File: config.mk
export PLATFORM = sky130hd
export DESIGN_NAME = status_led_pattern_driver
export DESIGN_NICKNAME = d
export VERILOG_FILES = /design/src/rtl/led_pkg.sv /design/src/rtl/indicator_pattern_gen.sv /design/src/rtl/status_led_pattern_driver.sv
export SDC_FILE = /design/constraint.sdc
export NUM_CORES = 1
export LEC_CHECK = 0
export BUFFER_PORTS_ARGS = -buffer_cell sky130_fd_sc_hd__buf_2
export CORE_AREA = 4 4 172 174
export CTS_CLUSTER_SIZE = 14
export DETAILED_ROUTE_END_ITERATION = 8
export DIE_AREA = 0 0 176 178
export GPL_TIMING_DRIVEN = 0
export PLACE_DENSITY_LB_ADDON = 0.1
export SLEW_MARGIN = 10
export SYNTH_ARGS = -nofsm -noshare
export SYNTH_HDL_FRONTEND = slang
export SYNTH_SLANG_ARGS = --single-unit
export TNS_END_PERCENT = 5
File: constraint.sdc
create_clock -name ref_clk -period 3.6 [get_ports ref_clk]
set_clock_uncertainty 0.05 [all_clocks]
set_input_delay 0.36 -clock ref_clk [delete_from_list [all_inputs] [get_ports ref_clk]]
set_output_delay 0.36 -clock ref_clk [all_outputs]
set_load 0.03 [all_outputs]
File: src/rtl/led_pkg.sv
// shared types, register map and timing constants of the status indicator driver
package led_pkg;

	// ------------------------------------------------------------
	// register map: word index, byte address is four times it
	// ------------------------------------------------------------
	localparam logic [29:0] IDX_IND_ONE  = 30'h0000404c;
	localparam logic [29:0] IDX_IND_TWO  = 30'h0000404d;
	localparam logic [29:0] IDX_THRESH   = 30'h0000404e;
	localparam logic [29:0] IDX_STATUS   = 30'h0000404f;
	localparam int          BUS_W        = 32;
	localparam int          CTRL_W       = 16;
	localparam int          THR_W        = 12;
	localparam logic [15:0] CTRL_RESET   = 16'hc026;
	localparam logic [11:0] THR_RESET    = 12'h800;

	// status register bit positions
	localparam int ST_AP_DONE   = 0;
	localparam int ST_AP_ERR    = 1;
	localparam int ST_LOW       = 2;
	localparam int ST_FAIL      = 3;
	localparam int ST_LAMP_LSB  = 4;
	localparam int ST_PWR_LSB   = 6;

	// ------------------------------------------------------------
	// timing
	// ------------------------------------------------------------
	localparam real         TICK_TIME_MS  = 62.5;
	localparam real         CLK_PERIOD_NS = 100.0;
	localparam int          TICK_CYCLES   = int'(TICK_TIME_MS * 1.0e6 / CLK_PERIOD_NS);
	localparam logic [6:0]  TICKS_1S      = 7'(int'(1000.0 / TICK_TIME_MS));
	localparam logic [6:0]  TICKS_250MS   = 7'(int'(250.0 / TICK_TIME_MS));
	localparam logic [6:0]  TICKS_125MS   = 7'(int'(125.0 / TICK_TIME_MS));
	localparam logic [6:0]  TICKS_62MS    = 7'(int'(62.5 / TICK_TIME_MS));
	localparam logic [2:0]  RATIO_1_1     = 3'h1;
	localparam logic [2:0]  RATIO_1_2     = 3'h2;
	localparam logic [2:0]  RATIO_1_3     = 3'h3;
	localparam logic [2:0]  RATIO_1_7     = 3'h7;
	localparam logic [2:0]  SEQ_1         = 3'h1;
	localparam logic [2:0]  SEQ_2         = 3'h2;
	localparam logic [2:0]  SEQ_4         = 3'h4;
	localparam logic [2:0]  SEQ_7         = 3'h7;

	// on time and ratio codes of the power-state patterns
	localparam logic [1:0]  SEL_ON_1S     = 2'h0;
	localparam logic [1:0]  SEL_ON_250MS  = 2'h1;
	localparam logic [1:0]  SEL_RATIO_1_1 = 2'h0;
	localparam logic [1:0]  SEL_RATIO_1_3 = 2'h2;
	localparam logic [1:0]  SEL_RATIO_1_7 = 2'h3;

	// ------------------------------------------------------------
	// types
	// ------------------------------------------------------------
	typedef enum logic [1:0] {
		SRC_OFF    = 2'b00,
		SRC_POWER  = 2'b01,
		SRC_RSVD   = 2'b10,
		SRC_MANUAL = 2'b11
	} src_t;

	typedef enum logic [1:0] {
		MODE_OFF   = 2'b00,
		MODE_CONST = 2'b01,
		MODE_CONT  = 2'b10,
		MODE_SEQ   = 2'b11
	} mode_t;

	typedef enum logic [1:0] {
		PWR_OFF    = 2'b00,
		PWR_ACTIVE = 2'b01,
		PWR_SLEEP  = 2'b10,
		PWR_TRANS  = 2'b11
	} pwr_t;

	typedef struct packed {
		logic [1:0] indicator_source_field;
		logic [3:0] unused_hi;
		logic [1:0] manual_pattern_select;
		logic [1:0] unused_mid;
		logic [1:0] pulse_sequence_count;
		logic [1:0] pulse_on_time;
		logic [1:0] pulse_on_off_ratio;
	} ind_ctrl_t;

	typedef struct packed {
		mode_t      mode;
		logic [1:0] on_sel;
		logic [1:0] ratio_sel;
		logic [2:0] count;
	} pattern_t;

	typedef struct packed {
		logic        cyc;
		logic        stb;
		logic        we;
		logic [3:0]  sel;
		logic [31:0] adr;
		logic [31:0] dat;
	} wb_req_t;

	typedef struct packed {
		logic        ack;
		logic [31:0] dat;
	} wb_rsp_t;

	// ------------------------------------------------------------
	// decoders
	// ------------------------------------------------------------
	function automatic logic [6:0] on_ticks(input logic [1:0] sel);
		case (sel)
			2'h0:    on_ticks = TICKS_1S;
			2'h1:    on_ticks = TICKS_250MS;
			2'h2:    on_ticks = TICKS_125MS;
			default: on_ticks = TICKS_62MS;
		endcase
	endfunction

	function automatic logic [2:0] off_ratio(input logic [1:0] sel);
		case (sel)
			2'h0:    off_ratio = RATIO_1_1;
			2'h1:    off_ratio = RATIO_1_2;
			2'h2:    off_ratio = RATIO_1_3;
			default: off_ratio = RATIO_1_7;
		endcase
	endfunction

	function automatic logic [2:0] seq_count(input logic [1:0] sel);
		case (sel)
			2'h0:    seq_count = SEQ_1;
			2'h1:    seq_count = SEQ_2;
			2'h2:    seq_count = SEQ_4;
			default: seq_count = SEQ_7;
		endcase
	endfunction

endpackage

File: src/rtl/indicator_pattern_gen.sv
// pulse pattern generator for one indicator output
`timescale 1ns/100ps
`default_nettype none
module indicator_pattern_gen
(
	input  wire logic              ref_clk,
	input  wire logic              nrst,
	input  wire logic              tick,
	input  wire led_pkg::pattern_t pat,
	output logic                   lamp,
	output logic                   done
);

	typedef enum logic [2:0] {
		PH_OFF       = 3'b000,
		PH_ON        = 3'b001,
		PH_PULSE_ON  = 3'b010,
		PH_PULSE_OFF = 3'b011,
		PH_DONE      = 3'b100
	} phase_t;

	typedef struct packed {
		phase_t            phase;
		logic [6:0]        cnt;
		logic [2:0]        pulses;
		led_pkg::pattern_t prev;
		logic              lamp;
		logic              done;
	} gen_state_t;

	gen_state_t st_reg;
	gen_state_t st_next;
	logic [6:0] on_len;
	logic [6:0] off_len;

	assign on_len  = led_pkg::on_ticks(st_reg.prev.on_sel);
	assign off_len = 7'(on_len * led_pkg::off_ratio(st_reg.prev.ratio_sel));

	always_comb
	begin
		st_next = st_reg;
		if (pat != st_reg.prev)
		begin
			// any change of pattern restarts it from its first phase: off, constant on or the first pulse on phase
			st_next.prev   = pat;
			st_next.cnt    = 7'h00;
			st_next.pulses = 3'h0;
			case (pat.mode)
				led_pkg::MODE_OFF:   st_next.phase = PH_OFF;
				led_pkg::MODE_CONST: st_next.phase = PH_ON;
				default:             st_next.phase = PH_PULSE_ON;
			endcase
		end
		else
		begin
			case (st_reg.phase)
				PH_PULSE_ON:
				begin
					if (tick)
					begin
						if (st_reg.cnt + 7'h01 >= on_len)
						begin
							st_next.cnt    = 7'h00;
							st_next.pulses = st_reg.pulses + 3'h1;
							st_next.phase  = PH_PULSE_OFF;
						end
						else
							st_next.cnt = st_reg.cnt + 7'h01;
					end
				end
				PH_PULSE_OFF:
				begin
					if (tick)
					begin
						if (st_reg.cnt + 7'h01 >= off_len)
						begin
							st_next.cnt = 7'h00;
							if (st_reg.prev.mode == led_pkg::MODE_SEQ
								&& st_reg.pulses == st_reg.prev.count)
								st_next.phase = PH_DONE;
							else
								st_next.phase = PH_PULSE_ON;
						end
						else
							st_next.cnt = st_reg.cnt + 7'h01;
					end
				end
				PH_OFF, PH_ON, PH_DONE:
					st_next.cnt = 7'h00;
				default:
					st_next.phase = PH_OFF;
			endcase
		end
		st_next.lamp = (st_next.phase == PH_ON) || (st_next.phase == PH_PULSE_ON);
		st_next.done = (st_next.phase == PH_DONE);
	end

	always_ff @(posedge ref_clk)
	begin
		if (!nrst)
			st_reg <= '0;
		else
			st_reg <= st_next;
	end

	assign lamp = st_reg.lamp;
	assign done = st_reg.done;

endmodule
`default_nettype wire

File: src/rtl/status_led_pattern_driver.sv
// two status indicator outputs with power-state, manual and auto-program patterns
//
// Operation
// - two independent digital indicator outputs, each able to drive a lamp directly
// - source settings, except for the failure display, and manual settings act only in the active or sleep power state
// - source field 15:14, reset 11: off, power state, reserved, manual
// - auto-program success drives indicator one constantly on
// - auto-program error drives indicator two constantly on
// - auto-program indication holds until the next device reset
// - auto-program indication overrides whatever the source field holds
// - low supply 250ms on 1:3, active constant on, sleep 250ms on 1:7
// - sequence failure shows four 1s pulses 1:1; off waits for them
// - power conditions rank failure, low supply, active, sleep
// - low supply whenever supply level is below the programmed threshold
// - manual mode field 9:8 selects off, on, continuous or finite pulses
// - on time field 3:2 and ratio field 1:0 shape each pulse
// - length field 5:4 gives 1,2,4,7 pulses, then off until any pattern field or the source changes, or the power state returns to active or sleep
`timescale 1ns/100ps
`default_nettype none
module status_led_pattern_driver
#(
	parameter int TICK_CYCLES = led_pkg::TICK_CYCLES
)
(
	input  wire logic                     ref_clk,
	input  wire logic                     nrst,
	input  wire led_pkg::wb_req_t         wb_req,
	output led_pkg::wb_rsp_t              wb_rsp,
	input  wire led_pkg::pwr_t            pwr_state,
	input  wire logic                     seq_fail,
	input  wire logic [led_pkg::THR_W-1:0] supply_level,
	input  wire logic                     autoprog_done,
	input  wire logic                     autoprog_error,
	output logic                          indicator_one,
	output logic                          indicator_two,
	output logic                          fail_display_busy
);

	localparam int TW = $clog2(TICK_CYCLES + 1);

	// ------------------------------------------------------------
	// state
	// ------------------------------------------------------------
	typedef struct packed {
		led_pkg::ind_ctrl_t [1:0]  ctrl;
		logic [led_pkg::THR_W-1:0] thr;
		logic                      ack;
		logic [led_pkg::BUS_W-1:0] rdata;
		logic [TW-1:0]             tick_cnt;
		logic                      tick;
		logic                      ap_done;
		logic                      ap_err;
		logic                      fail_active;
		logic                      fail_armed;
	} drv_state_t;

	typedef enum logic [2:0] {
		DEC_NONE   = 3'b000,
		DEC_ONE    = 3'b001,
		DEC_TWO    = 3'b010,
		DEC_THRESH = 3'b011,
		DEC_STATUS = 3'b100
	} dec_t;

	drv_state_t        st_reg;
	drv_state_t        st_next;
	led_pkg::pattern_t pat       [2];
	logic [1:0]        lamp;
	logic [1:0]        gen_done;
	logic [1:0]        override;
	logic              low_supply;
	logic              cfg_live;
	led_pkg::pattern_t power_pat;
	led_pkg::pattern_t fail_pat;
	logic              req_new;
	logic              req_write;
	dec_t              dec;

	// ------------------------------------------------------------
	// address decode
	// ------------------------------------------------------------
	function automatic dec_t decode(input logic [31:0] adr);
		if (adr[1:0] != 2'h0)
			decode = DEC_NONE;
		else if (adr[31:2] == led_pkg::IDX_IND_ONE)
			decode = DEC_ONE;
		else if (adr[31:2] == led_pkg::IDX_IND_TWO)
			decode = DEC_TWO;
		else if (adr[31:2] == led_pkg::IDX_THRESH)
			decode = DEC_THRESH;
		else if (adr[31:2] == led_pkg::IDX_STATUS)
			decode = DEC_STATUS;
		else
			decode = DEC_NONE;
	endfunction

	// merge write data into a 16-bit register under the byte enables
	function automatic logic [15:0] merge16(
		input logic [15:0] old,
		input logic [31:0] wdat,
		input logic [3:0]  sel
	);
		merge16 = old;
		if (sel[0])
			merge16[7:0] = wdat[7:0];
		if (sel[1])
			merge16[15:8] = wdat[15:8];
	endfunction

	// an indicator that shows the power state also shows the failure display
	function automatic logic shows_power(input led_pkg::ind_ctrl_t ctrl);
		shows_power = (ctrl.indicator_source_field == led_pkg::SRC_POWER);
	endfunction

	assign dec       = decode(wb_req.adr);
	// a stb held past the ack is a new request, so the master drops it a cycle
	assign req_new   = wb_req.cyc && wb_req.stb && !st_reg.ack;
	// a write lands at the edge where the master sees ack, while the request stands
	assign req_write = wb_req.cyc && wb_req.stb && wb_req.we && st_reg.ack;

	// ------------------------------------------------------------
	// status word
	// ------------------------------------------------------------
	function automatic logic [led_pkg::BUS_W-1:0] status_word(
		input logic       ap_done,
		input logic       ap_err,
		input logic       low,
		input logic       fail,
		input logic [1:0] lamps,
		input logic [1:0] pwr
	);
		status_word                            = '0;
		status_word[led_pkg::ST_AP_DONE]       = ap_done;
		status_word[led_pkg::ST_AP_ERR]        = ap_err;
		status_word[led_pkg::ST_LOW]           = low;
		status_word[led_pkg::ST_FAIL]          = fail;
		status_word[led_pkg::ST_LAMP_LSB +: 2] = lamps;
		status_word[led_pkg::ST_PWR_LSB +: 2]  = pwr;
	endfunction

	// ------------------------------------------------------------
	// power-state pattern
	// ------------------------------------------------------------
	assign low_supply = (supply_level < st_reg.thr);
	assign cfg_live   = (pwr_state == led_pkg::PWR_ACTIVE)
		|| (pwr_state == led_pkg::PWR_SLEEP);
	assign override   = {st_reg.ap_err, st_reg.ap_done};

	always_comb
	begin
		fail_pat.mode      = led_pkg::MODE_SEQ;
		fail_pat.on_sel    = led_pkg::SEL_ON_1S;
		fail_pat.ratio_sel = led_pkg::SEL_RATIO_1_1;
		fail_pat.count     = led_pkg::SEQ_4;
		power_pat          = '0;
		if (low_supply)
		begin
			power_pat.mode      = led_pkg::MODE_CONT;
			power_pat.on_sel    = led_pkg::SEL_ON_250MS;
			power_pat.ratio_sel = led_pkg::SEL_RATIO_1_3;
		end
		else if (pwr_state == led_pkg::PWR_ACTIVE)
			power_pat.mode = led_pkg::MODE_CONST;
		else if (pwr_state == led_pkg::PWR_SLEEP)
		begin
			power_pat.mode      = led_pkg::MODE_CONT;
			power_pat.on_sel    = led_pkg::SEL_ON_250MS;
			power_pat.ratio_sel = led_pkg::SEL_RATIO_1_7;
		end
	end

	// ------------------------------------------------------------
	// per-indicator source selection
	// ------------------------------------------------------------
	always_comb
	begin
		for (int i = 0; i < 2; i++)
		begin
			pat[i] = '0;
			// auto-program latches beat the failure display, which beats the power state
			if (override[i])
				pat[i].mode = led_pkg::MODE_CONST;
			else if (st_reg.fail_active
				&& shows_power(st_reg.ctrl[i]))
				pat[i] = fail_pat;
			else if (!cfg_live)
				pat[i] = '0;
			else
			begin
				case (st_reg.ctrl[i].indicator_source_field)
					led_pkg::SRC_POWER:
						pat[i] = power_pat;
					led_pkg::SRC_MANUAL:
					begin
						pat[i].mode      = led_pkg::mode_t'(
							st_reg.ctrl[i].manual_pattern_select);
						pat[i].on_sel    = st_reg.ctrl[i].pulse_on_time;
						pat[i].ratio_sel = st_reg.ctrl[i].pulse_on_off_ratio;
						pat[i].count     = led_pkg::seq_count(
							st_reg.ctrl[i].pulse_sequence_count);
					end
					default:
						pat[i] = '0;
				endcase
			end
		end
	end

	// ------------------------------------------------------------
	// pattern generators, one per output
	// ------------------------------------------------------------
	genvar g;
	generate
		for (g = 0; g < 2; g++)
		begin : gen_ind
			indicator_pattern_gen u_gen
			(
				.ref_clk (ref_clk),
				.nrst    (nrst),
				.tick    (st_reg.tick),
				.pat     (pat[g]),
				.lamp    (lamp[g]),
				.done    (gen_done[g])
			);
		end
	endgenerate

	// ------------------------------------------------------------
	// next state
	// ------------------------------------------------------------
	always_comb
	begin
		logic fail_clear;
		fail_clear = 1'b1;
		st_next    = st_reg;

		// free-running timebase
		// never restarted by a pattern change, so a first on phase may run a tick short
		if (st_reg.tick_cnt == TW'(TICK_CYCLES - 1))
		begin
			st_next.tick_cnt = '0;
			st_next.tick     = 1'b1;
		end
		else
		begin
			st_next.tick_cnt = st_reg.tick_cnt + TW'(1);
			st_next.tick     = 1'b0;
		end

		// auto-program indications latch until reset
		if (autoprog_done)
			st_next.ap_done = 1'b1;
		if (autoprog_error)
			st_next.ap_err = 1'b1;

		// failure display ends once every showing indicator has finished
		for (int i = 0; i < 2; i++)
		begin
			if (shows_power(st_reg.ctrl[i])
				&& !override[i] && !gen_done[i])
				fail_clear = 1'b0;
		end
		// done flags lag a pattern change by a cycle: arming waits one, so the done
		// left by the previous pattern cannot end the display early
		st_next.fail_armed = st_reg.fail_active;
		if (st_reg.fail_active && st_reg.fail_armed && fail_clear)
		begin
			st_next.fail_active = 1'b0;
			st_next.fail_armed  = 1'b0;
		end
		if (seq_fail)
			st_next.fail_active = 1'b1;

		// bus slave: ack one cycle after the request, drop it the next
		st_next.ack = req_new;
		if (req_new)
		begin
			st_next.rdata = '0;
			case (dec)
				DEC_ONE:
					st_next.rdata[15:0] = st_reg.ctrl[0];
				DEC_TWO:
					st_next.rdata[15:0] = st_reg.ctrl[1];
				DEC_THRESH:
					st_next.rdata[led_pkg::THR_W-1:0] = st_reg.thr;
				DEC_STATUS:
					st_next.rdata = status_word(
						st_reg.ap_done,
						st_reg.ap_err,
						low_supply,
						st_reg.fail_active,
						lamp,
						pwr_state);
				default:
					st_next.rdata = '0;
			endcase
		end

		// writes take effect on the edge that carries the ack
		if (req_write)
		begin
			case (dec)
				DEC_ONE:
					st_next.ctrl[0] = merge16(st_reg.ctrl[0], wb_req.dat, wb_req.sel);
				DEC_TWO:
					st_next.ctrl[1] = merge16(st_reg.ctrl[1], wb_req.dat, wb_req.sel);
				DEC_THRESH:
					st_next.thr = led_pkg::THR_W'(merge16(16'(st_reg.thr), wb_req.dat,
						wb_req.sel));
				default:
					st_next.thr = st_reg.thr;
			endcase
		end
	end

	// ------------------------------------------------------------
	// state register
	// ------------------------------------------------------------
	always_ff @(posedge ref_clk)
	begin
		if (!nrst)
		begin
			st_reg         <= '0;
			st_reg.ctrl[0] <= led_pkg::CTRL_RESET;
			st_reg.ctrl[1] <= led_pkg::CTRL_RESET;
			st_reg.thr     <= led_pkg::THR_RESET;
		end
		else
			st_reg <= st_next;
	end

	// ------------------------------------------------------------
	// outputs
	// ------------------------------------------------------------
	assign indicator_one     = lamp[0];
	assign indicator_two     = lamp[1];
	assign fail_display_busy = st_reg.fail_active;
	assign wb_rsp.ack        = st_reg.ack;
	assign wb_rsp.dat        = st_reg.rdata;

endmodule
`default_nettype wire

* Word level (Yosys, flattened, before mapping)
Cells that the tools add are included.
W data, S select, Z words.
** Word-level totals
- Register bits :: 134
- Output and inout bits :: 36
- Logic and storage cells :: 218
** Operators by class
- Add/sub/neg operators :: 5
- Multipliers :: 2
- Order comparisons :: 5
- Equality and inequality tests :: 53
- Mux-type cells :: 58
- Bitwise logic cells :: 1
- Reduce and logical (&&, ||, !) cells :: 52
** Operators by type and width (count)
- $eq A30 B15 Y1 const B :: 4
- $pmux W3 S3 :: 6
- $mux W13 :: 4
- $pmux W12 S4 :: 1
- $mux W3 :: 15
- $mux W7 :: 6
- $pmux W7 S3 :: 2
- $mux W9 :: 4
- $pmux W9 S2 :: 2
- $pmux W5 S3 :: 2
- $reduce_and A3 Y1 :: 10
- $eq A3 B2 Y1 const B :: 8
- $eq A2 B1 Y1 const B :: 11
- $eq A2 B2 Y1 const B :: 11
- $add A20 B1 Y20 const B :: 1
- $eq A20 B20 Y1 const B :: 1
- $mux W10 :: 2
- $ne A9 B9 Y1 :: 2
- $logic_not A2 Y1 :: 8
- $eq A3 B1 Y1 const B :: 5
- $eq A3 B3 Y1 const B :: 5
- $add A7 B1 Y7 const B :: 2
- $ge A7 B5 Y1 :: 2
- $ge A7 B7 Y1 :: 2
- other kinds (20) :: 60

* Longest topological paths before layout
Gate-level depths: netlist of the first run.
- Depth in word-level cells :: 13
- Gate-level depth with buffers :: 19
- Gate-level depth less buffers :: 18

* Modules after synthesis
From an unflattened synthesis of the first run, not the netlist that was laid out.
** Second synthesis, totals
- Cells, all modules :: 932
- Area, all modules :: 8049.0 µm²
** By module, submodules not included
- status_led_pattern_driver :: times used 1, cells each 540, area each 4634.4 µm², seq. area each 1721.7 µm²
- indicator_pattern_gen (gen_ind[1].u_gen) :: times used 1, cells each 198, area each 1722.9 µm², seq. area each 480.5 µm²
- indicator_pattern_gen (gen_ind[0].u_gen) :: times used 1, cells each 194, area each 1691.6 µm², seq. area each 480.5 µm²

* Least setup slack after synthesis of the first run
OpenSTA, ideal clock, no wires.
- Path type :: register -> register
- Start :: reg gen_ind[0].u_gen.st_reg[7] (netlist bit)
- End :: reg gen_ind[0].u_gen.st_reg[14] (netlist bit)
- Arrival time :: 3.634 ns
- Path slack :: -0.149 ns
- Cell stages (with the launch flop) :: 19
- Buffers on the path :: 1
- Clock period less this slack :: 3.749 ns
- Path through :: dfxtp_1 clkbuf_1 nand2b_1 nor2_1 fa_1 ha_1 inv_1 fa_1 inv_1 a21o_1 a21oi_1 xor2_1 ha_1 a21o_1 a31oi_1 mux2i_1 nor3_1 mux2i_1 nor2_1
** On the way
- Longest elaborated chain between the ends :: 7
** RTL lines
- start: declaration :: RTL line indicator_pattern_gen.sv:31 : gen_state_t st_reg;
- start signal: assignment :: RTL line indicator_pattern_gen.sv:103 : st_reg <= st_next;
- $eq A2 B2 Y1 (tied with other cells) :: RTL line led_pkg.sv:110 : case (sel)
- $pmux W5 S3 :: RTL line led_pkg.sv:110
- $mul A5 B3 Y7 :: RTL line indicator_pattern_gen.sv:37 : assign off_len = 7'(on_len * led_pkg::off_ratio(st_reg.prev.ratio_sel));
- $ge A7 B7 Y1 :: RTL line indicator_pattern_gen.sv:75 : if (st_reg.cnt + 7'h01 >= off_len)
- $mux W7 :: RTL line indicator_pattern_gen.sv:75
- $mux W10 :: RTL line indicator_pattern_gen.sv:73 : if (tick)
- $pmux W7 S3 :: RTL line indicator_pattern_gen.sv:56 : case (st_reg.phase)
Parallel ways exist; a longest one is shown, timed or not. The select of a mux whose other input is x is not followed.
A chain may end at the register's enable or synchronous reset.

* Final worst setup path of the first run
- Start :: reg gen_ind[1].u_gen.st_reg[5] (netlist bit)
- End :: reg gen_ind[1].u_gen.st_reg[17] (netlist bit)
** On the way
- Longest elaborated chain between the ends :: 7
** RTL lines
- start: declaration :: RTL line indicator_pattern_gen.sv:31
- start signal: assignment :: RTL line indicator_pattern_gen.sv:103
- $eq A2 B2 Y1 (tied with other cells) :: RTL line led_pkg.sv:119 : case (sel)
- $pmux W3 S3 :: RTL line led_pkg.sv:119
- $mul A5 B3 Y7 :: RTL line indicator_pattern_gen.sv:37
- $ge A7 B7 Y1 :: RTL line indicator_pattern_gen.sv:75
- $mux W7 :: RTL line indicator_pattern_gen.sv:75
- $mux W10 :: RTL line indicator_pattern_gen.sv:73
- $pmux W7 S3 :: RTL line indicator_pattern_gen.sv:56
Parallel ways exist; a longest one is shown, timed or not. The select of a mux whose other input is x is not followed.

==> results of run 1 <==
==> Yosys cell counts (8+ instances only) <==
master / n
dfxtp_1: 134
clkbuf_1: 24
a21oi_1: 63
nor4_1: 9
nand2_1: 90
and2_1: 8
a22oi_1: 12
inv_1: 44
nand4_1: 11
o21ai_0: 40
nor2_2: 8
a21o_1: 8
xor2_1: 34
buf_4: 34
nor3_1: 10
mux2i_1: 43
xnor2_1: 17
nor4b_1: 8
a211oi_1: 22
ha_1: 60
and3_1: 12
nor2b_1: 12
nand2b_1: 18
nand3_1: 49
nor2_1: 154
==> power groups by stage <==
stage / clock network, mW / registers [mW] / logic [mW]
6_report: 1.70 / 1.53 / 0.423
5_1_grt: 1.83 / 1.53 / 0.465
4_1_cts: 1.76 / 1.53 / 0.424
3_5_place_dp: 0 / 1.56 / 0.398
3_3_place_gp: 0 / 1.56 / 0.397
2_1_floorplan: 0 / 1.56 / 0.267
==> final timing paths <==
kind | startpoint | endpoint | slack, ns
worst max register to register | gen_ind[1].u_gen.st_reg[5] | gen_ind[1].u_gen.st_reg[17] | -0.06
worst min register to register | st_reg[5] | st_reg[5] | 0.40
worst max-delay path | gen_ind[1].u_gen.st_reg[5] | gen_ind[1].u_gen.st_reg[17] | -0.06
worst min-delay path | seq_fail | fail_display_busy | 0.11
==> final cells by class <==
class                           count  area, sq um  area share [%]
Tap cell                          378          473            4.63
Timing Repair Buffer              111          612            5.99
Clock inverter                     14          129            1.26
Inverter                           44          165            1.62
Sequential cell                   134         2710            26.5
Clock buffer                       18          439            4.30
Multi-Input combinational cell    787         5260            51.5
Buffer                             68          427            4.18
==> metal layers <==
layer  track usage (%)  up-vias  wire length [um]
li1                  -     3807                 -
met1              21.3     3396             11900
met2              25.2      119             10900
met3              2.61       13               721
met4              4.19        0               252
met5                 0        -                 0
==> critical path, stage by stage (launching register included) <==
cell	delay (ns)
dfxtp_1	0.32
buf_6	0.14
nor2b_4	0.16
nor2_2	0.05
fa_1	0.44
ha_1	0.22
inv_1	0.07
fa_2	0.21
inv_1	0.04
a21o_1	0.16
a21oi_2	0.14
xor2_1	0.20
ha_2	0.24
a21oi_1	0.06
a21oi_2	0.17
nand2_1	0.10
buf_4	0.16
mux2i_2	0.17
nor3_2	0.09
buf_4	0.14
a22oi_1	0.17
nor2_2	0.04
==> cells by family after synthesis <==
group	synth area share (%)
simple gates	25.3
compound gates	14.2
flops	32.4
buf+inv	7.11
fa+ha+maj	10.0
xor+xnor	5.39
mux	5.47
other cells	0.0453
==> what timing repair did <==
| item | CTS | global route |
|---|---|---|
| pin swaps | 29 | 12 |
| buffers inserted | 18 | 3 |
| setup endpoints to repair | 22 | 20 |
| gates resized for setup | 61 | 7 |
==> results.txt, run 1 <==
outcome: finished, violations left
failing checks: negative setup slack
clock root buffer: clkbuf_16
Syn Area/Cell: 8.13 sq um
final worst slack: -0.0587 ns
largest net degree at the start of global routing: 17
number of max-cap violations: 0
Worst Hold Class: input port to flip-flop
worst-skew pair later-pin latency: 0.43 ns
CP Capture Type: flip-flop
Nets: 1317
Detail Route Antenna Nets: 0
fmax: 0.273 GHz
Iter 0 DRT Violations: 403
Vias per Instance: 4.72
clock share of power: 46.6%
Netlist Area Pre-Place: 8280 sq um
Switch Pwr: 1.05 mW
CTS tree: built
PwrDens: 358 nW/um^2
die height: 178 um
layout cells sized above 1: 22.8%
vias in the first global route: 7306
Residual DRC: 0
Final Max Slew Viols: 0
crit path time final: 3.66 ns
total gr overflow: 0
Slew HR: 36.7%
Unique masters post-synth: 80
gr usage total: 15.5%
Post-Route WL: 23.8 mm
CP Max Fanout: 6
Yosys top cell area share: 32.4%
Min Hold Slack: 0.111 ns
Fill cells: 3009
Design Area, Final: 10200 sq um
clock-pin transition on the worst setup and hold timing paths: 0.07 ns
period utilization: 102%
clk sinks: 134
starting density of the core: 29.8%
Pre-antenna DRT Iters: 5
WL per Instance: 15.3 um
final std cells w/o fill: 1554
Pwr Total: 3.66 mW
Critical Path Source Type: flip-flop
CP arrival: 3.92 ns
most frequent cells in the layout: nor2_1 (145), dfxtp_1 (127), buf_2 (93), nand2_1 (86), ha_1 (58)
core area: 27800 sq um
Synth area leaders: dfxtp_1 (32%), ha_1 (9.1%), nor2_1 (7.0%)
first-pass GRT wire length: 38.6 mm
post-synthesis cell count: 1019
most common cell after layout, fill and taps aside: nor2_1
area leader, netlist: dfxtp_1
data required time at the worst endpoint: 3.86 ns
final core occ: 36.8%
Seq/Total Area, Yosys: 32.4%
Crit Path Class: flip-flop to flip-flop
cell count of the worst hold path: 2
Hold-fix buffers, CTS: 0
YS warnings: 0
Ports: 126
Main synth FF type: dfxtp_1
DP HPWL: 18.2 mm
Core Rows: 61
Die Wd: 176 um
CTS H-tree lvls: 4
pre-CTS WS: -0.781 ns
placed cell count: 1502
Final Setup Violations: 10
initial antenna violation count: 0
Area growth, synth to finish: 23.3%
final setup TNS: -0.297 ns
internal power: 2.60 mW
final hold violation count: 0
Comb power frac: 11.6%
FF-to-FF path depth: 21
leak pwr: 4.37 nW
RD Place Congestion: 0.773
diode count: 0
CTS Buffer Depth: 2
EDFF count, synth: 0
asr flop ratio synth: 0%
worst vdd ir: 0.285 mV
sw frac: 28.8%
Synth Register Bits: 134
max FFs per register: 66
register share of total power: 41.8%
worst-margin pin slew: 0.947 ns
RSZ-0062 raised after global routing: true
total number of vias: 7335
Port Buffers: 90
placed cell area: 9270 sq um
Num CTS Buffers: 17
die area: 31300 sq um
Note: power is estimated with default switching activity, not from simulation.
==> inputs of run 2 (changes only) <==
Settings changed: CORE_AREA 4 4 172 174 to 4 4 149 151, DIE_AREA 0 0 176 178 to 0 0 153 155.
==> run 2 against run 1 <==
The flow still finishes with violations (negative setup slack). Sequential share of layout area increased by 0.56 points. Combinational power decreased by 3%. Setup slack got worse by 0.018 ns. Routed wire length decreased by 7.1%. Critical path type unchanged. Largest cell class unchanged. Clock power increased by 4%. Non-clock buffer count decreased by 15. Core utilization increased by 11 points. Sequential power about the same. Total power increased by 1.4%. Worst hold slack got worse by 0.0084 ns.
==> results.txt, run 2 (same netlist as run 1, synthesis figures left out) <==
failing checks: negative setup slack
CTS H-tree lvls: 4
Post-Route WL: 22.1 mm
period utilization: 102%
Num CTS Buffers: 17
Critical Path Source Type: flip-flop
DP HPWL: 17.0 mm
CP arrival: 3.95 ns
Area growth, synth to finish: 20.7%
Vias per Instance: 5.01
PwrDens: 371 nW/um^2
Fill cells: 2106
FF-to-FF setup slack: -0.08 ns
Reg2Reg Capture Point: gen_ind[1].u_gen.lamp
worst-margin pin slew: 0.881 ns
worst vdd ir: 0.285 mV
largest net degree at the start of global routing: 17
die area: 23700 sq um
final std cells w/o fill: 1436
Final Setup Violations: 2
Slew HR: 40.7%
leak pwr: 4.33 nW
most common cell after layout, fill and taps aside: nor2_1
first-pass GRT wire length: 36.2 mm
Pwr Total: 3.71 mW
footprint of the multi-input gates: 5260 sq um
final hold violation count: 0
Crit path top cell by count: a21oi_2
Iter 0 DRT Violations: 323
Ports: 126
max FFs per register: 66
Setup crit end: gen_ind[1].u_gen.lamp
core area: 20800 sq um
gr usage total: 18.8%
Final Max Slew Viols: 0
clk sinks: 134
Critical Path Max Stage Delay: 0.49 ns
outcome: finished, violations left
Port Buffers: 90
most frequent cells in the layout: nor2_1 (145), dfxtp_1 (127), buf_2 (93), nand2_1 (84), a21oi_1 (59)
clock-pin transition on the worst setup and hold timing paths: 0.06 ns
crit path launch: gen_ind[1].u_gen.st_reg[5]
Residual DRC: 0
Detail Route Antenna Nets: 0
Hold-fix buffers, CTS: 0
crit-path cells: buf_6 > nor2b_4 > nor2_2 > fa_1 > ha_2 > inv_2 > fa_2 > inv_2 > a21o_1 > a21oi_2 > xor2_1 > ha_2 > nor2_2 > a21oi_2 > nand2_2 > o211a_1 > a21oi_2 > xnor2_2 > a311oi_2
total number of vias: 7199
starting density of the core: 39.8%
worst-skew pair later-pin latency: 0.43 ns
final worst slack: -0.0763 ns
Slowest-stage cell, CP: fa_1
fmax: 0.272 GHz
CP Capture Type: flip-flop
RSZ-0062 raised after global routing: true
data required time at the worst endpoint: 3.87 ns
Crit Path Class: flip-flop to flip-flop
FF-to-FF path depth: 19
Pre-antenna DRT Iters: 5
RD Place Congestion: 0.806
die height: 155 um
CP Max Fanout: 4
CTS Buffer Depth: 2
clock root buffer: clkbuf_16
CTS tree: built
placed cell count: 1399
vias in the first global route: 6894
total gr overflow: 0
Core Rows: 53
Reg area: 2710 sq um
FF-to-FF Start: gen_ind[1].u_gen.st_reg[5]
number of max-cap violations: 0
diode count: 0
WL per Instance: 15.4 um
Nets: 1302
initial antenna violation count: 0
layout cells sized above 1: 21.7%
crit path time final: 3.68 ns
Die Wd: 153 um
Worst Hold Class: input port to flip-flop
[run 2: cell type report]
cell class                      instances  share of cell area, %
Clock buffer                           18                   4.39
Inverter                               44                   1.65
Sequential cell                       134                   27.1
Tap cell                              275                   3.44
Timing Repair Buffer                   96                   4.95
Multi-Input combinational cell        787                   52.6
Buffer                                 68                   4.27
Clock inverter                         14                   1.58
[run 2: worst max-delay path: cells and delay by family, from the launching register on]
family	cells	cell delay, ns
fa+ha+maj	4	1.34
compound gates	6	1.06
simple gates	4	0.35
flops	1	0.32
xor+xnor	2	0.24
buf+inv	3	0.23
[run 2: per-stage QoR]
stage               worst slack, ns  TNS (ns)  instance area (sq um)  hold WS (ns)  util (%)
global placement             -0.587     -7.22                   9140         0.390      43.9
CTS                         -0.0940    -0.173                   9960        0.0984      47.8
finish                      -0.0763   -0.0841                  10000         0.103      48.0
floorplan                   -0.0226    -0.108                   8350         0.368         -
global route                 -0.270     -1.96                  10000         0.106      48.0
detailed placement           -0.622     -8.15                   9140         0.396      43.9
[run 2: layer usage]
layer	vias to the layer above	track usage, %	wire (um)
met4	0	5.01	320
met2	106	29.5	10000
met3	17	3.50	668
li1	3773	-	-
met5	-	0	0
met1	3303	26.7	11100
[run 2: what timing repair did]
item | in CTS | in global routing
setup buffers | 6 | 0
gates resized for setup | 50 | 15
pin swaps | 10 | 8
endpoints found under the setup margin | 22 | 15
[run 2: where the power goes]
group          internal [mW]  leakage, nW  total (mW)  switching [mW]
registers               1.50         1.09        1.53          0.0253
logic                  0.163         2.95       0.409           0.246
clock network           1.00        0.291        1.77           0.766
total                   2.67         4.33        3.71            1.04
[run 2: worst min path at each step]
stage                        start                end  cells past startpoint
global route              seq_fail  fail_display_busy                      2
finish              autoprog_error        override[1]                      3
global placement         st_reg[5]          st_reg[5]                      1
detailed placement       st_reg[5]          st_reg[5]                      1
floorplan                st_reg[5]          st_reg[5]                      1
CTS                 autoprog_error        override[1]                      3
==> inputs of run 3 (changes only) <==
Settings changed: CELL_PAD_IN_SITES_DETAIL_PLACEMENT from default to 1, CELL_PAD_IN_SITES_GLOBAL_PLACEMENT from default to 2, CORE_AREA 4 4 149 151 to 4 4 169 171, DIE_AREA 0 0 153 155 to 0 0 173 175, SKIP_LAST_GASP from default to 1.
==> run 3 against run 2 <==
The flow still finishes with violations (negative setup slack). Die area up 28%. Setup slack better by 0.0037 ns. First-iteration DRC count down 4.3%. Largest cell class unchanged. Clock-buffer cell count is 1 lower. Sequential share of layout area is 0.67 points lower. Final cell count up 5.4%. Largest power group unchanged. Critical path depth is the same. Register-to-register slack hardly changed.
==> results.txt, run 3 (same netlist as run 1, synthesis figures left out) <==
Hold Path End: fail_display_busy
initial antenna violation count: 0
CTS H-tree lvls: 4
fmax: 0.272 GHz
Fill cells: 3275
Nets: 1314
final std cells w/o fill: 1514
Slew HR: 39.0%
PwrDens: 368 nW/um^2
final core occ: 38.2%
most common cell after layout, fill and taps aside: nor2_1
largest net degree at the start of global routing: 17
vias in the first global route: 7898
Num CTS Buffers: 17
Critical Path Source Type: flip-flop
RSZ-0062 raised after global routing: true
Pwr Total: 3.78 mW
clk sinks: 134
Final Setup Violations: 2
max FFs per register: 66
number of max-cap violations: 0
crit path time final: 3.67 ns
layout cells sized above 1: 23.2%
worst vdd ir: 0.300 mV
final setup TNS: -0.119 ns
Port Buffers: 90
crit-path cells: buf_6 > nor2b_4 > nor2_2 > fa_1 > ha_2 > inv_2 > fa_2 > inv_2 > a21o_1 > a21oi_2 > xor2_2 > ha_4 > nor2_4 > a21oi_4 > nand2_2 > o211a_1 > a21oi_2 > nor2_1 > mux2_4
Area growth, synth to finish: 23.8%
most frequent cells in the layout: nor2_1 (145), dfxtp_1 (126), buf_2 (93), nand2_1 (86)
FF-to-FF setup slack: -0.07 ns
final hold violation count: 0
Crit Path Class: flip-flop to flip-flop
pre-CTS WS: -0.715 ns
CP arrival: 3.93 ns
FF-to-FF path depth: 19
leak pwr: 4.39 nW
CP Capture Type: flip-flop
gr usage total: 17.7%
total gr overflow: 0
CTS tree: built
Min Hold Slack: 0.107 ns
clock root buffer: clkbuf_16
Iter 0 DRT Violations: 309
DP HPWL: 20.2 mm
data required time at the worst endpoint: 3.86 ns
Critical Path Max Stage Delay: 0.50 ns
WL per Instance: 17.4 um
Post-Route WL: 26.4 mm
core area: 26900 sq um
hold wc startpoint: seq_fail
Core Rows: 60
worst-margin pin slew: 0.907 ns
die area: 30300 sq um
CTS Buffer Depth: 2
Detail Route Antenna Nets: 0
Worst Hold Class: input port to flip-flop
CP Buf/Inv Count: 3
cell count of the worst hold path: 2
placed cell area: 9230 sq um
CP Max Fanout: 4
diode count: 0
worst-skew pair later-pin latency: 0.43 ns
Final Max Slew Viols: 0
RD Place Congestion: 0.739
placed cell count: 1465
FF-to-FF Start: gen_ind[1].u_gen.st_reg[5]
clock-pin transition on the worst setup and hold timing paths: 0.07 ns
final worst slack: -0.0726 ns
Pre-antenna DRT Iters: 4
Design Area, Final: 10300 sq um
first-pass GRT wire length: 43.1 mm
Die Wd: 173 um
number of cells on the critical path: 19
Ports: 126
period utilization: 102%
Vias per Instance: 4.94
critical path's top delay family: adder cells
starting density of the core: 30.8%
die height: 175 um
outcome: finished, violations left
Reg2Reg Capture Point: gen_ind[1].u_gen.st_reg[21]
total number of vias: 7474
Residual DRC: 0
failing checks: negative setup slack
Slowest-stage cell, CP: fa_1
[run 3: worst max-delay path by stage]
| stage | from | endpoint | slack [ns] |
|---|---|---|---|
| 3_5_place_dp | gen_ind[1].u_gen.st_reg[5] | gen_ind[1].u_gen.lamp | -0.71 |
| 2_1_floorplan | gen_ind[0].u_gen.st_reg[7] | gen_ind[0].u_gen.st_reg[14] | -0.02 |
| 6_report | gen_ind[1].u_gen.st_reg[5] | gen_ind[1].u_gen.st_reg[21] | -0.07 |
| 5_1_grt | gen_ind[1].u_gen.st_reg[5] | gen_ind[1].u_gen.st_reg[21] | -0.21 |
| 3_3_place_gp | gen_ind[1].u_gen.st_reg[5] | gen_ind[1].u_gen.lamp | -0.74 |
| 4_1_cts | gen_ind[1].u_gen.st_reg[5] | gen_ind[1].u_gen.lamp | -0.06 |
[run 3: metal layers]
layer  wire length, um  share of wire (%)  up-vias  GRT usage [%]
li1                  -                  -     3784              -
met1             12900                 49     3589           23.9
met2             12500                 47       85           29.4
met3               619                2.3       16           3.01
met4               381                1.4        0           4.32
met5                 0                  0        -              0
[run 3: area by class of cell]
type | count | area, sq um | area share (%)
Timing Repair Buffer | 108 | 586 | 5.71
Sequential cell | 134 | 2710 | 26.4
Multi-Input combinational cell | 787 | 5340 | 52.1
Inverter | 44 | 165 | 1.61
Clock buffer | 17 | 425 | 4.15
Tap cell | 341 | 427 | 4.16
Clock inverter | 15 | 178 | 1.73
Buffer | 68 | 427 | 4.16
[run 3: repair_timing]
| item | CTS | global route |
|---|---|---|
| setup buffers | 11 | 8 |
| resized for setup | 51 | 31 |
| setup endpoints to repair | 22 | 21 |
| hold endpoints to repair | 0 | 0 |
| cloned | 0 | 0 |
| hold buffers | 0 | 0 |
| pin swaps | 11 | 26 |
[run 3: power by group]
part	internal [mW]	switching [mW]	leakage [nW]	total [mW]
registers	1.50	0.0275	1.09	1.53
clock network	0.996	0.825	0.290	1.82
logic	0.171	0.260	3.01	0.431
